$ cat src/pdmc_pkg.sv
// package for the power-down mode controller: register map, fields, modes, bus carriers
// assumes one 10 mhz clock and a cpu that pulses a sleep request per executed sleep
// Functional notes
// - reset gives full speed, all stopped but dma
// - medium slows masters; sub-clock slows all three
// - sleep at full/medium speed, standby-select 0
// - sleep in sub-clock active, standby-select 0: sub-sleep
// - standby-select 1 at speed: standby, sub-active, watch
// - standby-select 1 in sub-active: watch or full
// - prescaler-select 0: only sleep or software standby
// - prescaler-select 1 at speed: sleep, watch, sub-active
// - prescaler-select 1 in sub-active: sub-sleep, watch, full
// - standby exit keeps standby-select; software clears it
// - wait-select field picks stabilization wait states
// - bus output bit floats or holds bus outputs
// - standby control low three bits read zero
// - keyed register takes only key a5 word writes
// - keyed register reads need no key
// - stop bit one stops module, zero runs it
// - dma stop bit 7 reset 0, timer bit 5 reset 1
// - only set modules halt; retained keep registers (standby, watch and the wait state also halt dma and timer)
// - halted-reset modules are initialized
// - nonzero clock select gives medium after bus cycle
package pdmc_pkg;

  // register byte offsets
  localparam logic [4:0] OFS_STANDBY_CONTROL = 5'h00;
  localparam logic [4:0] OFS_KEYED_TIMER     = 5'h04;
  localparam logic [4:0] OFS_MODULE_STOP_A   = 5'h08;
  localparam logic [4:0] OFS_LOW_POWER       = 5'h0c;
  localparam logic [4:0] OFS_SYSTEM_CLOCK    = 5'h10;
  localparam logic [4:0] OFS_STATUS          = 5'h14;

  // field positions
  localparam int POS_STANDBY_SELECT = 7;
  localparam int POS_WAIT_SELECT    = 4;
  localparam int POS_BUS_HOLD       = 3;
  localparam int POS_PRESCALER_SEL  = 4;
  localparam int POS_LOW_SPEED_ON   = 1;
  localparam int POS_DIRECT_XFER    = 0;
  localparam int POS_DMA_STOP       = 7;
  localparam int POS_TIMER_STOP     = 5;
  localparam int POS_CONVERTER_STOP = 1;
  localparam int POS_WAIT_BUSY      = 3;

  // reset values and key
  localparam logic [7:0] RST_MODULE_STOP_A = 8'h3f;
  localparam logic [2:0] RST_WAIT_SELECT   = 3'h0;
  localparam logic       RST_BUS_HOLD      = 1'b1;
  localparam logic [7:0] WRITE_KEY         = 8'ha5;

  // stabilization wait in states, indexed by the wait-select code
  localparam int WAIT_W = 19;
  typedef logic [WAIT_W-1:0] pdmc_wait_t;
  localparam pdmc_wait_t WAIT_TABLE [8] = '{19'h02000, 19'h04000, 19'h08000, 19'h10000,
                                           19'h20000, 19'h40000, 19'h00800, 19'h00010};

  typedef enum logic [2:0] {
    md_high, md_medium, md_sleep, md_sub_active, md_sub_sleep, md_watch, md_standby, md_osc_wait
  } pdmc_mode_t;

  typedef struct packed {
    logic        read;
    logic        write;
    logic [4:0]  address;
    logic [31:0] writedata;
    logic [3:0]  byteenable;
  } pdmc_avs_req_t;

  typedef struct packed {
    pdmc_mode_t mode;
    logic       cpu_halt;
    logic       master_slow;
    logic       sub_clock_all;
    logic       dma_stop;
    logic       timer_stop;
    logic       converter_reset;
    logic       bus_float;
    logic       exc_start;
  } pdmc_gate_t;

endpackage : pdmc_pkg

$ cat src/pdmc_ctrl.sv
// power-down mode controller: mode sequencer, wait counter and avalon-mm register slave
// assumes sleep_exec, ext_irq, any_irq and bus_cycle_end are one-cycle pulses on mclk
//
// Our own choices: the register addresses and the Avalon-MM interface to the registers.
`timescale 1ns/1ps
module pdmc_ctrl
  import pdmc_pkg::*;
#(
  parameter pdmc_wait_t WAIT_STATES [8] = WAIT_TABLE
) (
  input  wire logic          mclk,
  input  wire logic          rst,
  input  wire pdmc_avs_req_t avs_req,
  output logic [31:0]        readdata,
  output logic               waitrequest,
  input  wire logic          sleep_exec,
  input  wire logic          ext_irq,
  input  wire logic          any_irq,
  input  wire logic          bus_cycle_end,
  output pdmc_gate_t         gate
);

  ////////////////////////////////////////////////////////////////////////////////
  // elaboration check

  for (genvar g = 0; g < 8; g++) begin : g_wait_chk
    if (WAIT_STATES[g] == '0) begin : g_bad
      $error("wait table entry must be nonzero");
    end
  end

  ////////////////////////////////////////////////////////////////////////////////
  // state

  typedef struct packed {
    pdmc_mode_t  mode;
    pdmc_mode_t  resume;
    logic        standby_select;
    logic [2:0]  sts;
    logic        bus_output_hold;
    logic        prescaler_subclock_select;
    logic        low_speed_on_flag;
    logic        direct_transfer_on;
    logic [2:0]  sck;
    logic [7:0]  mstp;
    pdmc_wait_t  wcnt;
    logic        ack;
    logic [31:0] rdata;
    logic        exc;
  } pdmc_regs_t;

  pdmc_regs_t s_q;
  pdmc_regs_t s_d;

  function automatic pdmc_mode_t run_mode(input logic [2:0] sel);
    run_mode = (sel != 3'h0) ? md_medium : md_high;
  endfunction : run_mode

  function automatic logic is_standby_like(input pdmc_mode_t m);
    is_standby_like = (m == md_standby) || (m == md_watch) || (m == md_osc_wait);
  endfunction : is_standby_like

  ////////////////////////////////////////////////////////////////////////////////
  // bus decode

  logic req;
  logic take;
  logic wr_lane0;
  logic keyed_ok;

  assign req      = avs_req.read | avs_req.write;
  assign take     = req & s_q.ack;
  assign wr_lane0 = take & avs_req.write & avs_req.byteenable[0];
  assign keyed_ok = avs_req.byteenable[1:0] == 2'b11 && avs_req.writedata[15:8] == WRITE_KEY;

  assign waitrequest = req & ~s_q.ack;
  assign readdata    = s_q.rdata;

  ////////////////////////////////////////////////////////////////////////////////
  // next state

  always_comb begin
    logic [7:0] wd;
    s_d      = s_q;
    s_d.exc  = 1'b0;
    wd       = avs_req.writedata[7:0];

    // one wait cycle per request, answer on the next edge
    s_d.ack = req & ~s_q.ack;
    if (req && !s_q.ack && avs_req.read) begin
      unique case (avs_req.address[4:2])
        OFS_STANDBY_CONTROL[4:2]: s_d.rdata = {24'h0, s_q.standby_select, s_q.sts, s_q.bus_output_hold, 3'h0};
        OFS_KEYED_TIMER[4:2]:     s_d.rdata = {27'h0, s_q.prescaler_subclock_select, 4'h0};
        OFS_MODULE_STOP_A[4:2]:   s_d.rdata = {24'h0, s_q.mstp};
        OFS_LOW_POWER[4:2]:       s_d.rdata = {30'h0, s_q.low_speed_on_flag, s_q.direct_transfer_on};
        OFS_SYSTEM_CLOCK[4:2]:    s_d.rdata = {29'h0, s_q.sck};
        OFS_STATUS[4:2]:          s_d.rdata = {28'h0, s_q.mode == md_osc_wait, s_q.mode};
        default:                  s_d.rdata = 32'h0;
      endcase
    end

    // register writes
    if (take && avs_req.write) begin
      unique case (avs_req.address[4:2])
        OFS_STANDBY_CONTROL[4:2]: begin
          if (wr_lane0) begin
            s_d.standby_select = wd[POS_STANDBY_SELECT];
            s_d.sts  = wd[POS_WAIT_SELECT +: 3];
            s_d.bus_output_hold  = wd[POS_BUS_HOLD];
          end
        end
        OFS_KEYED_TIMER[4:2]: begin
          if (keyed_ok) begin
            s_d.prescaler_subclock_select = wd[POS_PRESCALER_SEL];
          end
        end
        OFS_MODULE_STOP_A[4:2]: begin
          if (wr_lane0) begin
            s_d.mstp = wd;
          end
        end
        OFS_LOW_POWER[4:2]: begin
          if (wr_lane0) begin
            s_d.low_speed_on_flag = wd[POS_LOW_SPEED_ON];
            s_d.direct_transfer_on = wd[POS_DIRECT_XFER];
          end
        end
        OFS_SYSTEM_CLOCK[4:2]: begin
          if (wr_lane0) begin
            s_d.sck = wd[2:0];
          end
        end
        default: begin
        end
      endcase
    end

    // mode sequencer; control bits sampled as they stood before this edge
    unique case (s_q.mode)
      md_high, md_medium: begin
        if (sleep_exec) begin
          if (!s_q.standby_select && !s_q.low_speed_on_flag) begin
            s_d.mode = md_sleep;
          end else if (s_q.standby_select && !s_q.prescaler_subclock_select && !s_q.low_speed_on_flag) begin
            s_d.mode = md_standby;
          end else if (s_q.standby_select && s_q.prescaler_subclock_select && !s_q.direct_transfer_on) begin
            s_d.mode = md_watch;
          end else if (s_q.standby_select && s_q.prescaler_subclock_select && s_q.low_speed_on_flag && s_q.direct_transfer_on) begin
            s_d.mode = md_sub_active;
          end
          // other combinations are forbidden and leave the mode alone
        end else if (bus_cycle_end) begin
          s_d.mode = run_mode(s_q.sck);
        end
      end
      md_sleep: begin
        if (any_irq) begin
          s_d.mode = run_mode(s_q.sck);
          s_d.exc  = 1'b1;
        end
      end
      md_sub_active: begin
        if (sleep_exec) begin
          if (!s_q.standby_select && s_q.prescaler_subclock_select && s_q.low_speed_on_flag) begin
            s_d.mode = md_sub_sleep;
          end else if (s_q.standby_select && s_q.prescaler_subclock_select && !s_q.direct_transfer_on) begin
            s_d.mode = md_watch;
          end else if (s_q.standby_select && s_q.prescaler_subclock_select && !s_q.low_speed_on_flag && s_q.direct_transfer_on) begin
            s_d.mode   = md_osc_wait;
            s_d.resume = md_high;
            s_d.wcnt   = WAIT_STATES[s_q.sts];
          end
        end
      end
      md_sub_sleep: begin
        if (any_irq) begin
          s_d.mode = md_sub_active;
          s_d.exc  = 1'b1;
        end
      end
      md_watch: begin
        if (ext_irq) begin
          s_d.mode   = md_osc_wait;
          s_d.resume = s_q.low_speed_on_flag ? md_sub_active : md_high;
          s_d.wcnt   = WAIT_STATES[s_q.sts];
        end
      end
      md_standby: begin
        if (ext_irq) begin
          s_d.mode   = md_osc_wait;
          s_d.resume = run_mode(s_q.sck);
          s_d.wcnt   = WAIT_STATES[s_q.sts];
        end
      end
      md_osc_wait: begin
        if (s_q.wcnt == WAIT_W'(1)) begin
          s_d.mode = s_q.resume;
          s_d.exc  = 1'b1;
          s_d.wcnt = '0;
        end else begin
          s_d.wcnt = s_q.wcnt - WAIT_W'(1);
        end
      end
    endcase
  end

  ////////////////////////////////////////////////////////////////////////////////
  // registers

  always_ff @(posedge mclk or posedge rst) begin
    if (rst) begin
      s_q        <= '0;
      s_q.mode   <= md_high;
      s_q.resume <= md_high;
      s_q.sts    <= RST_WAIT_SELECT;
      s_q.bus_output_hold    <= RST_BUS_HOLD;
      s_q.mstp   <= RST_MODULE_STOP_A;
    end else begin
      s_q <= s_d;
    end
  end

  ////////////////////////////////////////////////////////////////////////////////
  // outputs

  always_comb begin
    gate.mode            = s_q.mode;
    gate.cpu_halt        = s_q.mode inside {md_sleep, md_sub_sleep, md_watch, md_standby,
                                            md_osc_wait};
    gate.master_slow     = s_q.mode == md_medium;
    gate.sub_clock_all   = s_q.mode == md_sub_active;
    gate.dma_stop        = s_q.mstp[POS_DMA_STOP] | is_standby_like(s_q.mode);
    gate.timer_stop      = s_q.mstp[POS_TIMER_STOP] | is_standby_like(s_q.mode);
    gate.converter_reset = s_q.mstp[POS_CONVERTER_STOP] | is_standby_like(s_q.mode)
                           | s_q.mode == md_sub_active | s_q.mode == md_sub_sleep;
    gate.bus_float       = is_standby_like(s_q.mode) & ~s_q.bus_output_hold;
    gate.exc_start       = s_q.exc;
  end

  ////////////////////////////////////////////////////////////////////////////////
  // checks

  a_sleep_entry: assert property (@(posedge mclk) disable iff (rst)
    (s_q.mode inside {md_high, md_medium}) && sleep_exec && !s_q.standby_select && !s_q.low_speed_on_flag
    |=> gate.mode == md_sleep && gate.cpu_halt)
    else $error("sleep not entered");

  a_subsleep_entry: assert property (@(posedge mclk) disable iff (rst)
    s_q.mode == md_sub_active && sleep_exec && !s_q.standby_select && s_q.prescaler_subclock_select && s_q.low_speed_on_flag
    |=> gate.mode == md_sub_sleep)
    else $error("sub-sleep not entered");

  a_standby_entry: assert property (@(posedge mclk) disable iff (rst)
    (s_q.mode inside {md_high, md_medium}) && sleep_exec && s_q.standby_select && !s_q.prescaler_subclock_select && !s_q.low_speed_on_flag
    |=> gate.mode == md_standby)
    else $error("software standby not entered");

  a_pss_low_limit: assert property (@(posedge mclk) disable iff (rst)
    (s_q.mode inside {md_high, md_medium}) && sleep_exec && !s_q.prescaler_subclock_select
    |=> !(gate.mode inside {md_watch, md_sub_active}))
    else $error("watch or sub-active reached with prescaler-select low");

  a_watch_entry: assert property (@(posedge mclk) disable iff (rst)
    (s_q.mode inside {md_high, md_medium}) && sleep_exec && s_q.standby_select && s_q.prescaler_subclock_select && !s_q.direct_transfer_on
    |=> gate.mode == md_watch)
    else $error("watch not entered");

  a_direct_high: assert property (@(posedge mclk) disable iff (rst)
    s_q.mode == md_sub_active && sleep_exec && s_q.standby_select && s_q.prescaler_subclock_select && !s_q.low_speed_on_flag && s_q.direct_transfer_on
    |=> gate.mode == md_osc_wait ##1 gate.mode == md_osc_wait)
    else $error("direct transition did not wait");

  a_standby_select_kept: assert property (@(posedge mclk) disable iff (rst)
    s_q.mode == md_standby && ext_irq && !(take && avs_req.write)
    |=> $stable(s_q.standby_select))
    else $error("standby-select changed by wakeup");

  a_wait_load: assert property (@(posedge mclk) disable iff (rst)
    $rose(s_q.mode == md_osc_wait) |-> s_q.wcnt == WAIT_STATES[$past(s_q.sts)])
    else $error("wait count not loaded from table");

  a_wake_exc: assert property (@(posedge mclk) disable iff (rst)
    s_q.mode == md_osc_wait && s_q.wcnt == WAIT_W'(1)
    |=> gate.exc_start && gate.mode == $past(s_q.resume) ##1 !gate.exc_start)
    else $error("wakeup did not start exception handling");

  a_bus_float: assert property (@(posedge mclk) disable iff (rst)
    gate.bus_float == ((gate.mode inside {md_standby, md_watch, md_osc_wait}) && !s_q.bus_output_hold))
    else $error("bus float level wrong for mode");

  a_reserved_zero: assert property (@(posedge mclk) disable iff (rst)
    take && avs_req.read && avs_req.address[4:2] == OFS_STANDBY_CONTROL[4:2]
    |-> readdata[2:0] == 3'h0)
    else $error("reserved standby bits not zero");

  a_key_reject: assert property (@(posedge mclk) disable iff (rst)
    take && avs_req.write && avs_req.address[4:2] == OFS_KEYED_TIMER[4:2] && !keyed_ok
    |=> $stable(s_q.prescaler_subclock_select))
    else $error("unkeyed write changed prescaler-select");

  a_stop_write: assert property (@(posedge mclk) disable iff (rst)
    wr_lane0 && avs_req.address[4:2] == OFS_MODULE_STOP_A[4:2]
    && avs_req.writedata[POS_TIMER_STOP] && s_q.mode == md_high && !sleep_exec
    |=> gate.timer_stop)
    else $error("timer stop bit did not stop the timer");

  a_medium_switch: assert property (@(posedge mclk) disable iff (rst)
    s_q.mode == md_high && s_q.sck != 3'h0 && bus_cycle_end && !sleep_exec
    |=> gate.mode == md_medium && gate.master_slow)
    else $error("medium speed not entered at bus cycle end");

  a_answer_one: assert property (@(posedge mclk) disable iff (rst)
    req && !s_q.ack |-> waitrequest ##1 !waitrequest)
    else $error("bus answer late");

  a_reset_state: assert property (@(posedge mclk) disable iff (rst)
    $fell(rst) |-> gate.mode == md_high && !gate.dma_stop && gate.timer_stop && s_q.bus_output_hold)
    else $error("reset state wrong");

  a_medium_scope: assert property (@(posedge mclk) disable iff (rst)
    gate.mode == md_medium |-> gate.master_slow && !gate.sub_clock_all && !gate.cpu_halt)
    else $error("medium speed gates wrong");

  a_sub_scope: assert property (@(posedge mclk) disable iff (rst)
    gate.mode == md_sub_active |-> gate.sub_clock_all && !gate.master_slow && !gate.cpu_halt)
    else $error("sub-clock active gates wrong");

  a_sub_to_watch: assert property (@(posedge mclk) disable iff (rst)
    s_q.mode == md_sub_active && sleep_exec && s_q.standby_select && s_q.prescaler_subclock_select && !s_q.direct_transfer_on
    |=> gate.mode == md_watch)
    else $error("watch not entered from sub-clock active");

  a_subactive_entry: assert property (@(posedge mclk) disable iff (rst)
    (s_q.mode inside {md_high, md_medium}) && sleep_exec && s_q.standby_select && s_q.prescaler_subclock_select && s_q.low_speed_on_flag
    && s_q.direct_transfer_on |=> gate.mode == md_sub_active)
    else $error("sub-clock active not entered");

  a_sleep_wake: assert property (@(posedge mclk) disable iff (rst)
    s_q.mode == md_sleep && any_irq
    |=> gate.exc_start && (gate.mode inside {md_high, md_medium}))
    else $error("sleep wakeup wrong");

  a_subsleep_wake: assert property (@(posedge mclk) disable iff (rst)
    s_q.mode == md_sub_sleep && any_irq |=> gate.exc_start && gate.mode == md_sub_active)
    else $error("sub-sleep wakeup wrong");

  a_standby_wake: assert property (@(posedge mclk) disable iff (rst)
    s_q.mode == md_standby && ext_irq |=> gate.mode == md_osc_wait && gate.cpu_halt)
    else $error("standby wakeup did not start the wait");

  a_watch_resume: assert property (@(posedge mclk) disable iff (rst)
    s_q.mode == md_watch && ext_irq
    |=> gate.mode == md_osc_wait && s_q.resume == ($past(s_q.low_speed_on_flag) ? md_sub_active : md_high))
    else $error("watch wakeup target wrong");

  a_stop_only_set: assert property (@(posedge mclk) disable iff (rst)
    (gate.mode inside {md_high, md_medium, md_sleep})
    |-> gate.dma_stop == s_q.mstp[POS_DMA_STOP]
    && gate.timer_stop == s_q.mstp[POS_TIMER_STOP])
    else $error("module stopped without its stop bit");

  a_converter_reset: assert property (@(posedge mclk) disable iff (rst)
    (gate.mode inside {md_standby, md_watch, md_osc_wait, md_sub_active, md_sub_sleep})
    |-> gate.converter_reset)
    else $error("converter not held in reset");

  a_key_accept: assert property (@(posedge mclk) disable iff (rst)
    take && avs_req.write && avs_req.address[4:2] == OFS_KEYED_TIMER[4:2] && keyed_ok
    |=> s_q.prescaler_subclock_select == $past(avs_req.writedata[POS_PRESCALER_SEL]))
    else $error("keyed write not taken");

  a_wait_count: assert property (@(posedge mclk) disable iff (rst)
    s_q.mode == md_osc_wait && s_q.wcnt != WAIT_W'(1)
    |=> gate.mode == md_osc_wait && s_q.wcnt == $past(s_q.wcnt) - WAIT_W'(1))
    else $error("wait count did not step");

endmodule : pdmc_ctrl

$ cat config.mk
export PLATFORM = sky130hd
export DESIGN_NAME = pdmc_ctrl
export DESIGN_NICKNAME = d
export VERILOG_FILES = /design/src/pdmc_pkg.sv /design/src/pdmc_ctrl.sv
export SDC_FILE = /design/constraint.sdc
export NUM_CORES = 1
export LEC_CHECK = 0
export ABC_AREA = 1
export BUFFER_PORTS_ARGS = -buffer_cell sky130_fd_sc_hd__buf_2
export CORE_MARGIN = 1
export CORE_UTILIZATION = 30
export DETAILED_ROUTE_END_ITERATION = 10
export PLACE_DENSITY = 0.54
export SYNTH_ARGS = -nofsm -noshare
export SYNTH_HDL_FRONTEND = slang
export SYNTH_SLANG_ARGS = --single-unit
$ cat constraint.sdc
create_clock -name mclk -period 1.4 [get_ports mclk]
set_input_delay 0.14 -clock mclk [delete_from_list [all_inputs] [get_ports mclk]]
set_output_delay 0.14 -clock mclk [all_outputs]
set_load 0.05 [all_outputs]
## Word level (Yosys, flattened, before mapping)

Memories as Yosys holds them, arrays and structs flattened.
Index checks and enable logic that the tools add are counted.

| word-level totals | value |
|---|---|
| flip-flop bits (word level) | 78 |
| bits in read-only memories | 152 |
| input port bits | 49 |
| output and inout port bits | 44 |
| logic and storage cells | 132 |
| memories | 1 |

Memory list:

| name | words | width | rd ports | clocked after Yosys merged registers in | wr ports | RTL line | text |
|---|---|---|---|---|---|---|---|
| (no name shown) | 8 | 19 | 1 | 0 | 0 | pdmc_ctrl.sv:192 | `s_d.wcnt = WAIT_STATES[s_q.sts];` |

| cells by class | value |
|---|---|
| $add $sub $neg | 1 |
| magnitude comparators | 1 |
| equality and inequality tests | 28 |
| multiplexer cells | 34 |
| bitwise logic cells | 14 |
| reduce and logical (&&, ||, !) cells | 39 |

Operators by type and width:

| kind | count |
|---|---|
| 19-bit 2-to-1 mux | 8 |
| 19-bit one-hot mux with 3 select lines | 1 |
| 8-bit one-hot mux with 6 select lines | 1 |
| 3-bit 2-to-1 mux | 13 |
| 6-bit 2-to-1 mux | 4 |
| 3-bit one-hot mux with 7 select lines | 1 |
| 19-bit by 1-bit equality test with 1-bit output (second input constant) | 1 |
| 19-bit by 1-bit subtractor with 19-bit output (second input constant) | 1 |
| 3-bit equality test (second input constant) | 6 |
| 1-bit logical AND | 15 |
| 3-bit AND reduction | 5 |
| 2-bit != test (second input constant) | 7 |
| 3-bit by 2-bit equality test with 1-bit output (second input constant) | 4 |
| 3-bit one-hot mux with 3 select lines | 1 |
| 9-bit AND reduction | 1 |
| 3-bit nonzero test | 3 |
| 8-bit equality test (second input constant) | 1 |
| 7-bit AND reduction | 1 |
| 3-bit by 1-bit equality test with 1-bit output (second input constant) | 2 |
| 3-bit logical NOT | 2 |
| 2-bit by 1-bit != test with 1-bit output (second input constant) | 3 |
| 6-bit != test (second input constant) | 1 |
| 1-bit OR | 6 |
| 6-bit AND reduction | 1 |
| 14 further kinds | 28 |

## Longest topological paths before layout

Gate-level depths: netlist (run 1).

| depth | value |
|---|---|
| depth in word-level cells | 9 |
| gate-level depth with buffers | 11 |
| depth with buffers taken out | 11 |

## Worst setup path after synthesis (run 1)

OpenSTA, ideal clock, no wires.

| path | value |
|---|---|
| path type | register to register |
| start point | register s_q[33] (netlist bit) |
| end point | register s_q, in the netlist readdata[2] |
| setup time | 0.136 ns |
| arrival | 1.594 ns |
| setup slack | -0.330 ns |
| stages on the path, launching flop included | 6 |
| path buffers | 1 |
| cells stage by stage | dfrtp_1 nor2_1 nand2_1 clkbuf_1 nand2_1 o21ai_0 |

| between the ends | value |
|---|---|
| longest elaborated chain between the ends | 3 |

RTL lines:

| what | RTL line | text |
|---|---|---|
| start: declaration | pdmc_ctrl.sv:52 | `pdmc_regs_t s_q;` |
| 1-bit logical NOT | pdmc_ctrl.sv:90 | `if (req && !s_q.ack && avs_req.read) begin` |
| 1-bit logical AND (2 in a row) | pdmc_ctrl.sv:90 |  |

Every way passes these cells.
A chain may end at the register's enable or synchronous reset.

==> metrics.md, run 1 <==
| Metric | Value |
|---|---|
| Status | `complete, but fails checks` |
| Failing checks | `DRC, setup timing` |
| Max Freq | `646 MHz` |
| Final core utilization | `43.6%` |
| Full die area | `12600 sq um` |
| Syn Inst Count | `506` |
| Layout cells sized above 1 | `36.6%` |
| Worst VDD drop | `0.771 mV` |
| Num ports | `93` |
| Leading area contributor after synthesis | `dfrtp_1` |
| Worst clock skew | `0.00546 ns` |
| Starting Density | `31.3%` |
| Final WS setup | `-0.149 ns` |
| Clk_lat worst skew | `0.29 ns` |
| Register area share after synthesis | `36.8%` |
| Vias/cell | `4.65` |
| Nets | `678` |
| Post-synthesis cell type count | `38` |
| Slew Viols, Final | `0` |
| Synth warn | `0` |
| Unrepaired setup endpoints after global routing | `true` |
| Die W | `112 microns` |
| Clock tree sinks | `53` |
| Total Power | `11.2 mW` |
| DR iter-0 viols | `191` |
| Mapped Area | `3630 sq um` |
| Final GP Congestion | `0.888` |
| DRC | `1` |
| CP Capture Type | `primary output` |
| Largest net degree at the start of global routing | `19` |
| P per Cell Area | `2210 nW/um^2` |
| Startpoint types | `flop` |
| Top cells by area, synth | `dfrtp_1 (32%), nand2_1 (14%), buf_4 (7.4%)` |
| Min-delay worst type | `in -> reg` |
| Crit-path most repeated cell | `buf_6` |
| Layout Area Growth over Synthesis | `39.3%` |
| Clock slew at reported path FFs | `0.08 ns` |
| CTS tree | `built` |
| CP max stage cell | `dfrtp_1` |
| Syn Area/Cell | `7.18 sq um` |
| Post-route ant nets | `0` |
| Worst-path cell chain | `buf_12 > o21ai_4 > buf_6 > nand2_2 > buf_6` |
| Post-route minimum period | `1.55 ns` |
| DRT Pass-1 Iters | `9` |
| Number of global-route vias before repair | `3575` |
| Cell Rows | `39` |
| Crit path kind | `reg -> out` |
| DIE HEIGHT | `112 microns` |
| Post-synth EDFFs | `0` |
| Drt wl/cell | `13.0 microns` |
| CTS H-tree lvls | `2` |
| CP arrival | `1.41 ns` |
| Yosys top cell area share | `31.7%` |
| Final setup fails | `29` |
| DR vias | `3585` |
| Core box area | `11600 sq um` |
| Fillers | `1195` |
| Number of I/O port buffers | `48` |
| Area after DPL | `4410 sq um` |
| First-pass GRT wire length | `16.9 mm` |
| CP Max Fanout | `8` |
| Most common flop cell mapped by yosys | `dfrtp_1` |
| Max incr delay on CP | `0.41 ns` |
| Detail Placement HPWL | `7.58 mm` |
| Final Hold Vio Count | `0` |
| Antenna diodes | `0` |
| Clock root buffer | `clkbuf_16` |
| DRT Wirelength | `10.0 mm` |
| Pre-CTS WS | `-0.185 ns` |
| Max-Cap Viols | `0` |
| Final period util | `111%` |
| Asr flop ratio synth | `100%` |
| Yosys reg bits | `53` |
| Leak | `2.57 nW` |
| Critical Path RT | `1.26 ns` |
| Initial antenna violation count | `0` |
| CTS max path bufs | `2` |
| CTS Buf Count | `5` |
| All-Layer GR Usage | `16.4%` |
| Gr ovfl total | `0` |
| Non-Filler Cell Area, Final | `5060 sq um` |
[through the flow]
stage / hold slack [ns] / TNS [ns] / instances
floorplan: 0.199 / -0.177 / 529
global placement: 0.0997 / -2.05 / 748
detailed placement: 0.105 / -2.86 / 748
CTS: 0.0703 / -2.34 / 769
global route: 0.0925 / -4.56 / 771
finish: 0.0700 / -2.38 / 771
[final cells by class]
cell class	count	area, sq um	area share (%)
Clock buffer	5	125	2.47
Tap cell	143	179	3.54
Sequential cell	53	1340	26.4
Timing Repair Buffer	135	1050	20.8
Inverter	65	270	5.34
Clock inverter	3	47.5	0.939
Multi-Input combinational cell	367	2050	40.5
[timing repair]
action / CTS / global route
hold endpoints to repair: 5 / 0
pin swaps: 14 / 7
hold buffers: 1 / 0
setup buffers: 12 / 2
setup endpoints to repair: 33 / 34
resized for setup: 63 / 41
[path summary, 6_finish.rpt]
check,start,to,slack (ns),depth (start not counted)
max,gate[9]$_DFFE_PP0P_,gate[4],-0.15,5
min,avs_req[7],s_q[56]$_DFFE_PP1P_,0.07,3
max reg2reg,gate[8]$_DFFE_PP0P_,s_q[49]$_DFFE_PP0P_,-0.12,8
min reg2reg,s_q[56]$_DFFE_PP1P_,s_q[56]$_DFFE_PP1P_,0.48,2
max in group asynchronous,rst,s_q[39]$_DFFE_PP0P_,0.55,4
min in group asynchronous,rst,readdata[6]$_DFFE_PP0P_,0.33,3
[sequential cells by signal (all words and copies together), names as in the netlist]
register / count
gate: 4
readdata: 8
s_q: 41
[logic make-up (layout without fill, tap and decap cells)]
family / Yosys count / after routing / synth area share, %
flip-flops: 53 / 53 / 36.8
other: 1 / 24 / 0.103
adder cells (fa/ha/maj): 2 / 2 / 0.689
buffers and inverters: 109 / 208 / 16.3
AND/OR/NAND/NOR: 270 / 270 / 35.1
AO/OA/AOI/OAI: 69 / 69 / 10.5
XOR/XNOR: 2 / 2 / 0.482
[routing by layer]
| metal | global-route usage, % | wire length (microns) |
|---|---|---|
| met5 | 0 | 0 |
| met4 | 3.38 | 44 |
| met3 | 2.48 | 342 |
| met2 | 28.2 | 5050 |
| met1 | 21.9 | 4580 |
[where the power goes]
group | leakage [nW] | switching (mW) | internal (mW)
sequential | 0.668 | 0.388 | 2.02
clock | 0.0848 | 0.612 | 0.859
combinational | 1.82 | 4.25 | 3.06
[cell usage after synthesis, types with 2 or more instances]
master / count
nand2_1: 133
inv_1: 59
nor2_1: 56
dfrtp_1: 46
buf_4: 36
o21ai_0: 33
nand3_1: 30
nand4_1: 15
a21oi_1: 14
nor2_2: 10
o21ai_1: 10
nor3_1: 8
dfstp_2: 7
o22ai_1: 6
buf_6: 5
nand2_2: 4
nor2_8: 4
inv_2: 3
nand3b_1: 3
clkbuf_1: 2
ha_1: 2
inv_4: 2
o21ai_2: 2
xor2_1: 2
[cell usage in the layout, fill, tap and decap left out, drive strengths merged, types with 5 or more instances in the layout]
cell	count
o21ai	45
dfstp	7
nand4	15
a21oi	16
clkbuf	5
nor2	71
inv	65
buf	134
nor3	8
o22ai	6
conb	24
nand2	138
dfrtp	46
nand3	32
[critical path, delay by kind of cell (launching register included)]
kind                   cells  cell delay, ns
AOI/OAI and AO/OA          1            0.16
buffers and inverters      3            0.47
DFF                        1            0.41
and+or+nand+nor            1            0.06
(Power assumes the default switching activity.)
==> inputs of run 2 (changes only) <==
- ABC_CLOCK_PERIOD_IN_PS: unset -> 1400
- CELL_PAD_IN_SITES_DETAIL_PLACEMENT: unset -> 2
- CELL_PAD_IN_SITES_GLOBAL_PLACEMENT: unset -> 2
- CORE_UTILIZATION: 30 -> 26
- PLACE_DENSITY: 0.54 -> unset
- PLACE_DENSITY_LB_ADDON: unset -> 0.05
==> run 2 against run 1 <==
Effect of this change:
- the run ends with setup timing left
- wire length rose by 35%
- global-route usage is 2.9 points higher
- first-iteration DRC count shrank 59%
- cell count is 5.6% higher
- critical endpoint is now s_q[50]$_DFFE_PP0P_
- highest routed layer unchanged
==> metrics.md, run 2 (synthesis results as in run 1) <==
| Metric | Value |
|---|---|
| Final period util | `112%` |
| Number of global-route vias before repair | `4061` |
| Number of I/O port buffers | `48` |
| Startpoint types | `flop` |
| CP max stage cell | `dfrtp_1` |
| Worst clock skew | `0.00661 ns` |
| Full die area | `14400 sq um` |
| Switching share of power | `48.0%` |
| Clk_lat worst skew | `0.31 ns` |
| Post-route minimum period | `1.57 ns` |
| Crit path kind | `reg -> reg` |
| Setup TNS | `-3.39 ns` |
| Failing checks | `setup timing` |
| Die W | `120 microns` |
| First-pass GRT wire length | `21.4 mm` |
| Dpl cells | `784` |
| DR vias | `3719` |
| CTS Buf Count | `5` |
| Clock network fraction of design power | `12.7%` |
| DRC | `0` |
| Unrepaired setup endpoints after global routing | `true` |
| Internal power | `6.30 mW` |
| CTS H-tree lvls | `2` |
| Nets | `688` |
| Biggest register | `s_q` |
| Detail Placement HPWL | `9.98 mm` |
| Final setup fails | `31` |
| CTS tree | `built` |
| Layout Area Growth over Synthesis | `44.7%` |
| Final core utilization | `39.1%` |
| DRT Wirelength | `13.5 mm` |
| CP Capture Type | `flop` |
| CTS max path bufs | `2` |
| Drt wl/cell | `16.6 microns` |
| Clock root buffer | `clkbuf_16` |
| Initial antenna violation count | `0` |
| DR iter-0 viols | `79` |
| Antenna diodes | `0` |
| Layout cells sized above 1 | `39.5%` |
| Max Freq | `636 MHz` |
| Min-delay worst type | `in -> reg` |
| Largest net degree at the start of global routing | `54` |
| Max incr delay on CP | `0.43 ns` |
| Hold_ws | `0.0631 ns` |
| DIE HEIGHT | `120 microns` |
| Part of the power in registers | `20.4%` |
| Core box area | `13500 sq um` |
| Critical Path RT | `1.63 ns` |
| Status | `complete, but fails checks` |
| Commonest cells after routing, fill and taps aside | `nand2_1 (123), buf_4 (73), inv_1 (53)` |
| Final WS setup | `-0.173 ns` |
| Commonest non-fill, non-tap cell in the layout | `nand2_1` |
| Slew Viols, Final | `0` |
| Psw | `5.82 mW` |
| DRT Pass-1 Iters | `4` |
| Final std cells w/o fill | `814` |
| Worst-path cell chain | `ha_4 > inv_4 > nor2_2 > nand3_1 > nor2_2 > buf_4 > a21oi_4 > nand3_1 > a21oi_1` |
| Worst VDD drop | `0.558 mV` |
| Combinational Power Share | `66.8%` |
| Leak | `2.64 nW` |
| Vias/cell | `4.57` |
| Total Power | `12.1 mW` |
| Max-Cap Viols | `0` |
| CP Max Fanout | `7` |
| Final GP Congestion | `0.832` |
| Post-route ant nets | `0` |
| Clock slew at reported path FFs | `0.08 ns` |
| P per Cell Area | `2300 nW/um^2` |
| Max reg flops | `41` |
| Cell Rows | `42` |
| Clock tree sinks | `53` |
| Gr ovfl total | `0` |
| Final Hold Vio Count | `0` |
| CP arrival | `1.80 ns` |
| Starting Density | `27.0%` |
| All-Layer GR Usage | `19.3%` |
| Num ports | `93` |
-- run 2: through the flow --
step / worst slack (ns) / area [sq um]
5_1_grt: -0.278 / 5260
3_3_place_gp: -0.172 / 4480
6_report: -0.173 / 5260
4_1_cts: -0.165 / 5050
3_5_place_dp: -0.240 / 4480
2_1_floorplan: -0.0717 / 3750
-- run 2: power groups by stage --
stage	clock network, mW	registers (mW)	logic [mW]
finish	1.54	2.48	8.09
global route	1.64	2.55	8.76
CTS	1.62	2.44	7.57
detailed placement	0	2.45	6.57
global placement	0	2.43	6.39
floorplan	0	2.37	3.97
-- run 2: timing repair --
item / CTS / global route
hold endpoints to repair: 46 / 0
pin swaps: 11 / 17
cloned: 1 / 0
buffers inserted: 13 / 8
setup endpoints to repair: 34 / 34
gates resized for setup: 78 / 45
hold buffers: 1 / 0
-- run 2: worst paths after layout --
kind                                      from                   to  slack, ns  cells past startpoint
max                        s_q[34]$_DFFE_PP0P_  s_q[50]$_DFFE_PP0P_      -0.17                      9
min                                 avs_req[7]  s_q[56]$_DFFE_PP1P_       0.06                      3
max reg2reg                s_q[34]$_DFFE_PP0P_  s_q[50]$_DFFE_PP0P_      -0.17                      9
min reg2reg                  s_q[33]$_DFF_PP0_    s_q[33]$_DFF_PP0_       0.48                      1
max in group asynchronous                  rst  s_q[57]$_DFFE_PP1P_       0.64                      4
min in group asynchronous                  rst  s_q[69]$_DFFE_PP0P_       0.45                      4
-- run 2: routing by layer --
metal / GRT usage, % / up-vias / wire (microns)
met1: 25.5 / 1830 / 6350
met4: 5.47 / 0 / 184
met2: 32.9 / 60 / 6630
met3: 2.26 / 11 / 365
li1: - / 1818 / -
met5: 0 / - / 0
-- run 2: area by class of cell --
class | instances | area (sq um)
timing repair inverter | 1 | 11.3
clock buffer | 7 | 143
inverter | 65 | 279
sequential | 53 | 1340
fill | 1578 | 8200
clock inverter | 1 | 30.0
multi-input combinational | 367 | 2080
tap | 176 | 220
timing repair buffer | 144 | 1150
-- run 2: worst max-delay path, delay by kind of cell (launching register included) --
kind | cells | cell delay [ns]
AO/OA/AOI/OAI | 2 | 0.43
flip-flops | 1 | 0.43
AND/OR/NAND/NOR | 4 | 0.28
buffers and inverters | 2 | 0.19
adder cells (fa/ha/maj) | 1 | 0.18
==> inputs of run 3 (changes only) <==
- PLACE_DENSITY_LB_ADDON: 0.05 -> 0.3
- RECOVER_POWER: unset -> 50
- SKIP_CTS_REPAIR_TIMING: unset -> 1
==> run 3 against run 2 <==
Effect of this change:
- the flow still finishes with violations (setup timing)
- global-route usage is 1.4 points lower
- final area is 0.14% lower
- sequential share of layout area hardly changed
- register-to-register slack worse by 0.13 ns
- power is 0.34% higher
- worst hold slack worse by 0.0068 ns
- die area stayed put
- via count is 3.3% higher
- flip-flop and latch count stayed put
- clock power is 14% lower
- worst setup slack worse by 0.13 ns
- maximum frequency is 7.4% lower
==> metrics.md, run 3 (synthesis results as in run 1) <==
| Metric | Value |
|---|---|
| Status | `complete, but fails checks` |
| Failing checks | `setup timing` |
| CP Capture Type | `flop` |
| Layout cells sized above 1 | `38.6%` |
| Clock slew at reported path FFs | `0.08 ns` |
| Crit-path most repeated cell | `nor2_4` |
| CP Max Fanout | `5` |
| Total Power | `12.2 mW` |
| Starting Density | `27.0%` |
| Largest net degree at the start of global routing | `46` |
| CTS tree | `built` |
| Relative slew slack | `64.7%` |
| Nets | `687` |
| Slew Viols, Final | `0` |
| Num ports | `93` |
| DR iter-0 viols | `122` |
| DIE HEIGHT | `120 microns` |
| DRC | `0` |
| Final WS setup | `-0.298 ns` |
| Max incr delay on CP | `0.40 ns` |
| Commonest non-fill, non-tap cell in the layout | `nand2_1` |
| Crit path kind | `reg -> reg` |
| Core box area | `13500 sq um` |
| Post-route minimum period | `1.70 ns` |
| Post-route ant nets | `0` |
| Worst path bufs/invs | `2` |
| Worst R2R Setup Slack | `-0.30 ns` |
| Commonest cells after routing, fill and taps aside | `nand2_1 (119), buf_4 (73), inv_1 (55)` |
| DRT Wirelength | `15.1 mm` |
| Number of global-route vias before repair | `4113` |
| Die W | `120 microns` |
| Final period util | `121%` |
| Unrepaired setup endpoints after global routing | `true` |
| Gr ovfl total | `0` |
| Worst Tran Pin Value | `0.527 ns` |
| Drt wl/cell | `18.6 microns` |
| Antenna diodes | `0` |
| Dpl cells | `781` |
| DRT Pass-1 Iters | `4` |
| Number of I/O port buffers | `48` |
| Layout Area Growth over Synthesis | `44.5%` |
| Final std cells w/o fill | `813` |
| Top delay family on crit path | `simple AND/OR/NAND/NOR gates` |
| Startpoint types | `flop` |
| Clk_lat worst skew | `0.31 ns` |
| CTS max path bufs | `2` |
| Biggest register | `s_q` |
| Clock root buffer | `clkbuf_16` |
| Initial antenna violation count | `0` |
| Min-delay worst type | `in -> reg` |
| CP max stage cell | `dfrtp_1` |
| Worst-path cell chain | `inv_2 > ha_4 > inv_4 > nor2_4 > nand3_2 > nor2_4 > nand2_4 > nand2_8 > nand3_4 > nand2_2 > nand2_1` |
| All-Layer GR Usage | `17.9%` |
| Pre-CTS WS | `-0.296 ns` |
| P per Cell Area | `2320 nW/um^2` |
| Max-Cap Viols | `0` |
| Final GP Congestion | `0.777` |
| First-pass GRT wire length | `20.4 mm` |
| Hold_ws | `0.0563 ns` |
| Vias/cell | `4.72` |
| Leak | `2.63 nW` |
| Critical Path RT | `1.60 ns` |
| Detail Placement HPWL | `9.78 mm` |
| Final Hold Vio Count | `0` |
| CP arrival | `1.90 ns` |
| Worst clock skew | `0.0147 ns` |
| Clock tree sinks | `53` |
| Final setup fails | `32` |
| DR vias | `3840` |
| Max reg flops | `41` |
| Cell Rows | `42` |
| Full die area | `14400 sq um` |
| Fillers | `1577` |
| Max Freq | `589 MHz` |
| Worst VDD drop | `0.927 mV` |
| CTS Buf Count | `5` |
| CTS H-tree lvls | `2` |
| Final core utilization | `39.0%` |
-- run 3: cell count changes in the layout (fill, tap and decap cells not counted), moves of 3 or more --
cell / previous run / this run
a21oi_2: 5 / 8
o21ai_2: 8 / 3
a21oi_1: 9 / 6
o21ai_1: 8 / 14
buf_6: 21 / 16
nor2_2: 20 / 14
nor2_1: 38 / 42
nand2_1: 123 / 119
-- run 3: metal layers --
layer,routed length [microns],GRT usage (%),up-vias
met5,0,0,-
met1,6020,20.1,1894
met4,580,5.47,0
li1,-,-,1816
met2,8080,34.1,91
met3,453,2.83,39
-- run 3: layout make-up --
| cell class | count | area, sq um | area share (%) |
|---|---|---|---|
| clock inverters | 3 | 17.5 | 0.334 |
| multi-input cells | 368 | 2100 | 39.9 |
| flip-flops and latches | 53 | 1340 | 25.5 |
| clock buffers | 5 | 125 | 2.38 |
| repair buffers | 143 | 1170 | 22.4 |
| inverters | 65 | 279 | 5.32 |
| well taps | 176 | 220 | 4.20 |
-- run 3: worst register-to-register path: cells and delay by family, from the launching register on --
| kind | cells | cell delay [ns] |
|---|---|---|
| buf+inv | 2 | 0.14 |
| flops | 1 | 0.40 |
| simple gates | 8 | 0.89 |
| fa+ha+maj | 1 | 0.15 |
-- run 3: stage by stage --
| stage | instance area, sq um | TNS [ns] |
|---|---|---|
| 2_1_floorplan | 3750 | -0.177 |
| 3_3_place_gp | 4480 | -1.98 |
| 3_5_place_dp | 4480 | -3.90 |
| 4_1_cts | 4630 | -6.42 |
| 5_1_grt | 5250 | -8.84 |
| 6_report | 5250 | -6.78 |
-- run 3: path summary, 6_finish.rpt --
path                                          start                   end  depth (start not counted)
worst max-delay path            s_q[35]$_DFFE_PP0P_  gate[10]$_DFFE_PP0P_                         11
worst min-delay path                     avs_req[7]   s_q[56]$_DFFE_PP1P_                          3
worst max register to register  s_q[35]$_DFFE_PP0P_  gate[10]$_DFFE_PP0P_                         11
worst min register to register    s_q[33]$_DFF_PP0_     s_q[33]$_DFF_PP0_                          1
max in group asynchronous                       rst   s_q[54]$_DFFE_PP1P_                          4
min in group asynchronous                       rst   s_q[47]$_DFFE_PP0P_                          3
-- run 3: where the power goes --
| group | switching (mW) | internal, mW |
|---|---|---|
| sequential | 0.440 | 2.02 |
| clock | 0.656 | 0.660 |
| combinational | 5.01 | 3.37 |
